[config.mk]
export PLATFORM = sky130hd
export DESIGN_NAME = adcr_top
export DESIGN_NICKNAME = d
export VERILOG_FILES = /design/src/design/adcr_sync.v /design/src/design/adcr_corr.v /design/src/design/adcr_top.v
export VERILOG_INCLUDE_DIRS = /design/src /design/src/design
export SDC_FILE = /design/constraint.sdc
export NUM_CORES = 1
export LEC_CHECK = 0
export BUFFER_PORTS_ARGS = -buffer_cell sky130_fd_sc_hd__buf_2
export CORE_ASPECT_RATIO = 0.8
export CORE_MARGIN = 3
export CORE_UTILIZATION = 40
export CTS_CLUSTER_SIZE = 10
export DETAILED_ROUTE_END_ITERATION = 8
export HOLD_SLACK_MARGIN = 0.05
export SYNTH_ARGS = -nofsm -noshare
export SYNTH_HDL_FRONTEND = slang
export SYNTH_HIERARCHICAL = 1
export SYNTH_SLANG_ARGS = --single-unit
[constraint.sdc]
create_clock -name ref_clk -period 9.2 [get_ports ref_clk]
set_input_delay 0.46 -clock ref_clk [delete_from_list [all_inputs] [get_ports ref_clk]]
set_output_delay 0.46 -clock ref_clk [all_outputs]
set_load 0.02 [all_outputs]
[src/design/adcr_regs.vh]
`ifndef ADCR_REGS_VH
`define ADCR_REGS_VH
// register indexes; the byte address is four times the index
`define ADCR_IDX_IEC 8'h16
`define ADCR_IDX_IES 8'h17
`define ADCR_IDX_FLG 8'h18
`define ADCR_IDX_STA 8'h19
`define ADCR_IDX_RES 8'h1A
`define ADCR_IDX_WLO 8'h1C
`define ADCR_IDX_WHI 8'h20
`define ADCR_IDX_GAIN 8'h24
`define ADCR_IDX_OFS 8'h26
`define ADCR_IDX_CTL 8'h30
// flag and enable bit positions
`define ADCR_B_RESULT_READY 0
`define ADCR_B_OVR 1
`define ADCR_B_WIN 2
`define ADCR_B_SYNC 3
`define ADCR_B_BUSY 7
// control bits
`define ADCR_C_CORR 0
`define ADCR_C_LJ 1
`define ADCR_C_OVS 2
`define ADCR_C_WM_HI 6
`define ADCR_C_WM_LO 4
// window modes
`define ADCR_WM_OFF 3'h0
`define ADCR_WM_ABOVE 3'h1
`define ADCR_WM_BELOW 3'h2
`define ADCR_WM_INSIDE 3'h3
`define ADCR_WM_OUTSIDE 3'h4
// reset values
`define ADCR_RST8 8'h00
`define ADCR_RST16 16'h0000
// cycles a register hand-over to the converter side takes
`define ADCR_SYNC_CYCLES 4'h3
`endif

[src/design/adcr_sync.v]
`timescale 1ns/1ps
`default_nettype none
`include "adcr_regs.vh"
module adcr_sync (
    input wire ref_clk,
    input wire reset,
    input wire start,
    input wire quiet,
    output wire busy,
    output wire done,
    output wire ready_evt
);
    reg [3:0] cnt_q;
    reg busy_q;
    reg quiet_q;

    ////////////////////////////////////////////////////////////////////
    // a new start restarts the count, so the last write always lands
    always @(posedge ref_clk or posedge reset) begin
        if (reset) begin
            cnt_q <= 4'h0;
            busy_q <= 1'b0;
            quiet_q <= 1'b0;
        end else if (start | quiet) begin
            cnt_q <= `ADCR_SYNC_CYCLES;
            busy_q <= 1'b1;
            quiet_q <= quiet;
        end else if (busy_q) begin
            cnt_q <= cnt_q - 4'h1;
            if (cnt_q == 4'h1) begin
                busy_q <= 1'b0;
            end
        end
    end

    ////////////////////////////////////////////////////////////////////
    // the fall of busy; enable or soft reset falls stay silent
    assign busy = busy_q;
    assign done = busy_q & (cnt_q == 4'h1) & ~start & ~quiet;
    assign ready_evt = done & ~quiet_q;
endmodule
`default_nettype wire

[src/design/adcr_corr.v]
`timescale 1ns/1ps
`default_nettype none
module adcr_corr (
    input wire [15:0] raw,
    input wire [11:0] gain,
    input wire [11:0] offset,
    input wire corr_en,
    input wire left_j,
    input wire ovs,
    output reg [15:0] value
);
    wire signed [17:0] diff;
    wire signed [30:0] prod;
    wire signed [19:0] scl;
    wire [15:0] lim;
    reg [15:0] sat;
    reg [15:0] pick;

    ////////////////////////////////////////////////////////////////////
    // offset is two's complement; gain is 1.11 fixed point
    assign diff = $signed({2'b00, raw})
        - $signed({{6{offset[11]}}, offset});
    assign prod = diff * $signed({1'b0, gain});
    assign scl = prod[30:11];
    assign lim = ovs ? 16'hFFFF : 16'h0FFF;

    // saturate so a corrected value never wraps around
    always @* begin
        if (scl < 0) begin
            sat = 16'h0000;
        end else if (scl > $signed({4'h0, lim})) begin
            sat = lim;
        end else begin
            sat = scl[15:0];
        end
        pick = corr_en ? sat : raw;
        if (ovs) begin
            value = pick;
        end else if (left_j) begin
            value = {pick[11:0], 4'h0};
        end else begin
            value = {4'h0, pick[11:0]};
        end
    end
endmodule
`default_nettype wire

[src/design/adcr_top.v]
// Contract
// - a one to set-register bit 3 turns on the sync-ready enable
// - a one to set-register bit 2 turns on window enable; reads show it
// - a one to set-register bit 1 turns on overrun enable; zero leaves it
// - a one to set-register bit 0 turns on result enable; zero leaves it
// - a one written to a flag bit clears it; zero does nothing
// - sync-ready flag sets when sync busy falls, unless enable or reset
// - request is raised when any flag and its enable are both one
// - window flag sets two cycles after a result meets the window test
// - reading the result clears window and result-ready flags
// - overrun flag sets when a result lands before the last was read
// - result-ready flag sets when a new result is stored
// - status bit 7 is high while a register hand-over is in progress
// - result register is read only and sixteen bits wide
// - a plain conversion gives twelve bits, placed by left justify
// - left justified result sits in bits 15:4
// - right justified, no oversampling, result sits in bits 11:0
// - with oversampling the full sixteen bits are kept
// - sixteen-bit lower bound, reset zero, feeds the window test
// - sixteen-bit upper bound, reset zero, feeds the window test
// - with correction on, the value is gain corrected before storing
// - gain is one integer bit and eleven fraction bits
// - bound writes pass through hand-over and obey write protection
// - a one to clear-register bit clears that enable and its request
// - with correction on, a signed offset is applied before storing
`timescale 1ns/1ps
`default_nettype none
`include "adcr_regs.vh"
module adcr_top (
    input wire ref_clk,
    input wire reset,
    input wire wb_cyc_i,
    input wire wb_stb_i,
    input wire wb_we_i,
    input wire [9:0] wb_adr_i,
    input wire [3:0] wb_sel_i,
    input wire [31:0] wb_dat_i,
    output reg [31:0] wb_dat_o,
    output wire wb_ack_o,
    input wire conv_done,
    input wire [15:0] conv_value,
    input wire quiet_sync_start,
    input wire write_protect,
    output wire irq_req,
    output wire window_match,
    output wire correction_enable,
    output wire left_justify,
    output wire sync_busy_a
);
    reg ack_q;
    reg [3:0] ien_q;
    reg [3:0] flag_q;
    reg [15:0] res_q;
    reg unread_q;
    reg [15:0] wlo_q;
    reg [15:0] whi_q;
    reg [15:0] wlo_core_q;
    reg [15:0] whi_core_q;
    reg [11:0] gain_q;
    reg [11:0] ofs_q;
    reg [7:0] ctl_q;
    reg win_hit_q;
    reg [3:0] flag_d;
    reg [31:0] rdata;
    reg in_win;
    wire req;
    wire wr;
    wire rd;
    wire [7:0] idx;
    wire wr_ok;
    wire res_rd;
    wire bound_wr;
    wire sync_done;
    wire sync_evt;
    wire [15:0] corr_val;
    wire [2:0] wmode;
    wire [15:0] gain_mrg;
    wire [15:0] ofs_mrg;

    ////////////////////////////////////////////////////////////////////
    // bus decode helpers

    // true when the access targets the given index
    function hit;
        input [7:0] a;
        input [7:0] b;
        begin
            hit = (a == b);
        end
    endfunction

    // merge the two low byte lanes into a sixteen-bit register
    function [15:0] lanes16;
        input [15:0] old;
        input [31:0] dat;
        input [3:0] sel;
        begin
            lanes16 = old;
            if (sel[0]) begin
                lanes16[7:0] = dat[7:0];
            end
            if (sel[1]) begin
                lanes16[15:8] = dat[15:8];
            end
        end
    endfunction

    ////////////////////////////////////////////////////////////////////
    // wishbone slave: one wait state, ack drops the cycle after it rose

    // ack_q masks the request so one access has exactly one effect
    assign req = wb_cyc_i & wb_stb_i & ~ack_q;
    assign wr = req & wb_we_i;
    assign rd = req & ~wb_we_i;
    assign idx = wb_adr_i[9:2];
    assign wb_ack_o = ack_q;

    // protected writes are acked but dropped, flags stay writable
    assign wr_ok = wr & ~write_protect & wb_sel_i[0];
    assign res_rd = rd & hit(idx, `ADCR_IDX_RES);
    assign bound_wr = wr & ~write_protect & (wb_sel_i[1:0] != 2'b00)
        & (hit(idx, `ADCR_IDX_WLO) | hit(idx, `ADCR_IDX_WHI));

    always @(posedge ref_clk or posedge reset) begin
        if (reset) begin
            ack_q <= 1'b0;
        end else begin
            ack_q <= req;
        end
    end

    ////////////////////////////////////////////////////////////////////
    // interrupt enables: set and clear registers share one store

    always @(posedge ref_clk or posedge reset) begin
        if (reset) begin
            ien_q <= 4'h0;
        end else if (wr_ok & hit(idx, `ADCR_IDX_IES)) begin
            // zeros leave the enables alone
            ien_q <= ien_q | wb_dat_i[3:0];
        end else if (wr_ok & hit(idx, `ADCR_IDX_IEC)) begin
            ien_q <= ien_q & ~wb_dat_i[3:0];
        end
    end

    // a cleared enable withdraws its request at once
    assign irq_req = |(flag_q & ien_q);

    ////////////////////////////////////////////////////////////////////
    // control: correction, justification, oversampling, window mode

    always @(posedge ref_clk or posedge reset) begin
        if (reset) begin
            ctl_q <= `ADCR_RST8;
        end else if (wr_ok & hit(idx, `ADCR_IDX_CTL)) begin
            ctl_q <= wb_dat_i[7:0];
        end
    end

    assign correction_enable = ctl_q[`ADCR_C_CORR];
    assign left_justify = ctl_q[`ADCR_C_LJ];
    assign wmode = ctl_q[`ADCR_C_WM_HI:`ADCR_C_WM_LO];

    ////////////////////////////////////////////////////////////////////
    // correction values, both protected but not hand-over delayed

    // merged words; only the low twelve bits are kept, upper lanes drop
    assign gain_mrg = lanes16({4'h0, gain_q}, wb_dat_i, wb_sel_i);
    assign ofs_mrg = lanes16({4'h0, ofs_q}, wb_dat_i, wb_sel_i);

    always @(posedge ref_clk or posedge reset) begin
        if (reset) begin
            gain_q <= 12'h000;
            ofs_q <= 12'h000;
        end else if (wr & ~write_protect) begin
            if (hit(idx, `ADCR_IDX_GAIN)) begin
                gain_q <= gain_mrg[11:0];
            end
            if (hit(idx, `ADCR_IDX_OFS)) begin
                ofs_q <= ofs_mrg[11:0];
            end
        end
    end

    ////////////////////////////////////////////////////////////////////
    // window bounds: software copy plus converter-side copy

    always @(posedge ref_clk or posedge reset) begin
        if (reset) begin
            wlo_q <= `ADCR_RST16;
            whi_q <= `ADCR_RST16;
        end else if (bound_wr) begin
            if (hit(idx, `ADCR_IDX_WLO)) begin
                wlo_q <= lanes16(wlo_q, wb_dat_i, wb_sel_i);
            end else begin
                whi_q <= lanes16(whi_q, wb_dat_i, wb_sel_i);
            end
        end
    end

    // the comparator only sees a bound once the hand-over finishes,
    // so a half-written pair never reaches it mid-conversion
    always @(posedge ref_clk or posedge reset) begin
        if (reset) begin
            wlo_core_q <= `ADCR_RST16;
            whi_core_q <= `ADCR_RST16;
        end else if (sync_done) begin
            wlo_core_q <= wlo_q;
            whi_core_q <= whi_q;
        end
    end

    adcr_sync u_sync (
        .ref_clk(ref_clk),
        .reset(reset),
        .start(bound_wr),
        .quiet(quiet_sync_start),
        .busy(sync_busy_a),
        .done(sync_done),
        .ready_evt(sync_evt)
    );

    ////////////////////////////////////////////////////////////////////
    // result path: correct and justify, then store on the strobe

    adcr_corr u_corr (
        .raw(conv_value),
        .gain(gain_q),
        .offset(ofs_q),
        .corr_en(ctl_q[`ADCR_C_CORR]),
        .left_j(ctl_q[`ADCR_C_LJ]),
        .ovs(ctl_q[`ADCR_C_OVS]),
        .value(corr_val)
    );

    always @(posedge ref_clk or posedge reset) begin
        if (reset) begin
            res_q <= `ADCR_RST16;
            unread_q <= 1'b0;
        end else if (conv_done) begin
            res_q <= corr_val;
            unread_q <= 1'b1;
        end else if (res_rd) begin
            unread_q <= 1'b0;
        end
    end

    ////////////////////////////////////////////////////////////////////
    // window test on the stored value, pulsed one cycle later, flagged the cycle after

    always @* begin
        case (wmode)
            `ADCR_WM_ABOVE: in_win = (res_q > wlo_core_q);
            `ADCR_WM_BELOW: in_win = (res_q < whi_core_q);
            `ADCR_WM_INSIDE: in_win = (res_q > wlo_core_q)
                & (res_q < whi_core_q);
            `ADCR_WM_OUTSIDE: in_win = (res_q < wlo_core_q)
                | (res_q > whi_core_q);
            default: in_win = 1'b0;
        endcase
    end

    // the strobe is delayed so the test sees the freshly stored value
    reg load_q;
    always @(posedge ref_clk or posedge reset) begin
        if (reset) begin
            load_q <= 1'b0;
            win_hit_q <= 1'b0;
        end else begin
            load_q <= conv_done;
            win_hit_q <= load_q & in_win;
        end
    end

    assign window_match = win_hit_q;

    ////////////////////////////////////////////////////////////////////
    // flags: clears first, then sets, so an event is never lost

    always @* begin
        flag_d = flag_q;
        if (wr & wb_sel_i[0] & hit(idx, `ADCR_IDX_FLG)) begin
            flag_d = flag_d & ~wb_dat_i[3:0];
        end
        if (res_rd) begin
            flag_d[`ADCR_B_RESULT_READY] = 1'b0;
            flag_d[`ADCR_B_WIN] = 1'b0;
        end
        if (conv_done) begin
            flag_d[`ADCR_B_RESULT_READY] = 1'b1;
        end
        if (conv_done & unread_q & ~res_rd) begin
            flag_d[`ADCR_B_OVR] = 1'b1;
        end
        if (win_hit_q) begin
            flag_d[`ADCR_B_WIN] = 1'b1;
        end
        if (sync_evt) begin
            flag_d[`ADCR_B_SYNC] = 1'b1;
        end
    end

    always @(posedge ref_clk or posedge reset) begin
        if (reset) begin
            flag_q <= 4'h0;
        end else begin
            flag_q <= flag_d;
        end
    end

    ////////////////////////////////////////////////////////////////////
    // read mux; unmapped indexes read zero but are still acked

    always @* begin
        rdata = 32'h00000000;
        case (idx)
            `ADCR_IDX_IES: rdata[3:0] = ien_q;
            `ADCR_IDX_IEC: rdata[3:0] = ien_q;
            `ADCR_IDX_FLG: rdata[3:0] = flag_q;
            `ADCR_IDX_STA: rdata[`ADCR_B_BUSY] = sync_busy_a;
            `ADCR_IDX_RES: rdata[15:0] = res_q;
            `ADCR_IDX_WLO: rdata[15:0] = wlo_q;
            `ADCR_IDX_WHI: rdata[15:0] = whi_q;
            `ADCR_IDX_GAIN: rdata[11:0] = gain_q;
            `ADCR_IDX_OFS: rdata[11:0] = ofs_q;
            `ADCR_IDX_CTL: rdata[7:0] = ctl_q;
            default: rdata = 32'h00000000;
        endcase
    end

    // read data is registered together with ack
    always @(posedge ref_clk or posedge reset) begin
        if (reset) begin
            wb_dat_o <= 32'h00000000;
        end else if (rd) begin
            wb_dat_o <= rdata;
        end
    end
endmodule
`default_nettype wire

==> metrics.md <==
| Metric | Value |
|---|---|
| Area occupied by multi-input gates | 0.01259 mm^2 |
| First-pass DRT Iterations | 5 |
| Grt ovf | 0 |
| P&R area growth vs syn | 18.27% |
| Netlist Area Pre-Place | 0.01723 mm^2 |
| CTS tree | built |
| Final setup margin | -0.1116 ns |
| WL final | 49.35 mm |
| Outcome | finished with violations |
| Number of DRC markers in iteration 0 | 1083 |
| Largest net degree at the start of global routing | 89 |
| Post-synth EDFFs | 0 |
| Max Slew Vio Count | 0 |
| Most frequent CP cell | fa_1 |
| Syn Area/Cell | 9.278 um^2 |
| Share of post-route cells with drive strength above 1 | 24.74% |
| CP Capture Type | flip-flop |
| Post-DRT Antenna Nets | 0 |
| Post-layout min period | 9.312 ns |
| Sink Count | 146 |
| Post-synthesis compound-gate area fraction | 10.76% |
| Req. time, crit path | 9.52 ns |
| Post-Synth Adder-Cell Area | 31.43% |
| Worst hold-check path type | input pin to flip-flop |
| Worst slack, placed | -0.5373 ns |
| CP max-delay cell | fa_1 |
| Synth Area in XOR/XNOR | 2.229% |
| Max_cap viols | 0 |
| Most frequent cells in the layout | 303 x inv_1, 194 x nand2_1, 187 x fa_1 |
| Seq/Total Area, Yosys | 21.21% |
| Simple-gate area share of the yosys netlist | 16.48% |
| IO Port Bufs | 71 |
| Power Density | 99.12 mW/mm^2 |
| Gr usage total | 21.53% |
| Pleak | 9.752 nW |
| Library cells used by synthesis | 98 |
| Routed vias | 13.74k |
| Slew HR | 26.72% |
| DIE WIDTH | 238.0 um |
| Dpl cells | 2512 |
| Final core utilization | 48.33% |
| Drt wl/cell | 19.14 um |
| Initial antenna violation count | 1 |
| Warnings from Yosys | 6 |
| Die height | 191.6 um |
| Critical-path maximum fanout | 6 |
| Storage cell area | 0.003655 mm^2 |
| DP Wirelength | 37.91 mm |
| Via count of the first global-routing pass | 13.75k |
| Io pins | 108 |
| Most common cell after layout, fill and taps aside | inv_1 |
| CP Data Arrival Time | 9.63 ns |
| Multiplexer area fraction after synthesis | 7.749% |
| Failing checks | setup timing |
| Register clock-pin slew on the reported worst setup and hold paths | 0.06 ns |
| Dominant synthesized flop cell | dfrtp_1 |
| RSZ-0062 raised after global routing | true |
| Gr busiest metal | met1 |
| Global routing usage on met3 | 3.862% |
| Grt met2 use | 31.94% |
| Starting Density | 40.86% |
| Total CTS buffers | 17 |
| M1 GR Usage | 33.19% |
| Tcrit/Tclk final | 101.2% |
| CTS Buffer Depth | 2 |
| Final setup violation count | 12 |
| Core area | 0.04217 mm^2 |
| Routed vias/inst | 5.328 |
| CP max stage delay | 0.56 ns |
| Nets | 2401 |
| Rows | 67 |
| Mapped Cells | 1857 |
| # fillers | 3938 |
| Root buffer selected by CTS | clkbuf_16 |
| Finished Layout Cells | 2578 |
| First-pass GRT wire length | 76.27 mm |
| Synth async-reset ratio | 100.0% |
| Clk_lat worst skew | 0.43 ns |
| Final Skew | 0.005478 ns |
| Post-DP Area | 0.01880 mm^2 |
| Main combinational cell family by area after synthesis | adder cells |
| Setup crit start kind | flip-flop |
| DRC viols | 0 |
| GPL Wtd Cong | 0.9033 |
| Max IR drop VDD | 0.1786 mV |
| Die area | 0.04561 mm^2 |
| Fmax | 107.4 MHz |
| Final Hold Viols | 0 |
| Htree depth | 4 |
| CP Class | flip-flop to flip-flop |
| Worst-margin pin slew | 1.099 ns |
| Seq cells post-synth | 146 |
| Final instance area | 0.02038 mm^2 |
[repair_timing]
| item | CTS | global route |
|---|---|---|
| hold buffers | 1 | 0 |
| endpoints found under the setup margin | 16 | 16 |
| cloned | 0 | 1 |
| endpoints found under the hold margin | 6 | 0 |
| setup buffers | 5 | 28 |
| pin swaps | 29 | 125 |
| gates resized for setup | 30 | 136 |
[sequential cells by signal, summed over array words and instances (netlist names), named ones only]
register and flops:
wlo_q 16, ofs_q 12, window_match 1, whi_q 16, ctl_q 8, unread_q 1, wlo_core_q 16, u_sync/busy 1
wb_ack_o 1, res_q 16, u_sync/cnt_q 4, load_q 1, whi_core_q 16, u_sync/quiet_q 1, flag_q 4, wb_dat_o 16
gain_q 12
[where the power goes]
group          internal [mW]  total (mW)  switching (mW)
clock                  0.395       0.654           0.259
sequential             0.724       0.769          0.0448
combinational          0.234       0.597           0.364
total                   1.35        2.02           0.667
[Yosys cell counts, types with 32 or more instances]
cell type    n  area share [%]
inv_1      328             7.1
nand2_1    200             4.4
fa_1       193              22
dfrtp_1    146              21
ha_1       124             9.0
and2_1     100             3.6
o21ai_0     71             2.1
clkbuf_1    65             1.4
mux2_2      62             4.1
a21oi_1     56             1.6
nor2_1      53             1.2
nand3_1     32            0.93
[cells by family (layout without fill, tap and decap cells)]
group | after synthesis | after routing
simple gates | 522 | 523
buf+inv | 433 | 585
fa+ha+maj | 317 | 317
compound gates | 282 | 282
flops | 146 | 146
mux | 113 | 113
xor+xnor | 43 | 43
other cells | 1 | 17
[final timing paths]
check                                 start         endpoint  slack, ns  cells past startpoint
min in group asynchronous             reset  u_sync/cnt_q[2]       0.55                      3
min reg2reg                     wb_dat_o[1]      wb_dat_o[1]       0.47                      2
min                        quiet_sync_start   u_sync/quiet_q       0.27                      2
max                                ofs_q[1]         res_q[8]      -0.11                     40
max reg2reg                        ofs_q[1]         res_q[8]      -0.11                     40
max in group asynchronous             reset        wlo_q[10]       7.21                      4
[cell type report]
class / instances / area share, %
Multi-Input combinational cell: 1294 / 61.78
Sequential cell: 146 / 17.94
Timing Repair Buffer: 227 / 8.117
Inverter: 328 / 6.085
Tap cell: 552 / 3.389
Clock buffer: 24 / 2.413
Clock inverter: 6 / 0.2702
Antenna cell: 1 / 0.01228
[through the flow]
stage / setup TNS (ns) / hold WS, ns / power [mW]
after global routing: -6.245 / 0.2642 / 2.135
final: -0.6982 / 0.2668 / 2.020
after detailed placement: -7.550 / 0.4358 / 1.325
after CTS: 0 / 0.2550 / 1.985
after floorplan: 0 / 0.2510 / 1.123
after global placement: -5.094 / 0.4296 / 1.305
[metal layers]
layer  routed length, um  share of wire (%)  vias to the layer above
met1               23850                 48                     6904
met4                 607                1.2                        0
li1                    -                  -                     6338
met5                   0                  0                        -
met3                3543                7.2                       47
met2               21350                 43                      446
[worst max-delay path: cells and delay by family (launching register included)]
| kind | cells | cell delay, ns |
|---|---|---|
| buf+inv | 7 | 0.94 |
| mux | 2 | 0.39 |
| fa+ha+maj | 8 | 3.48 |
| xor+xnor | 2 | 0.38 |
| compound gates | 12 | 2.26 |
| simple gates | 9 | 1.37 |
| flops | 1 | 0.38 |
No activity file was read; power rests on OpenSTA's default activity.
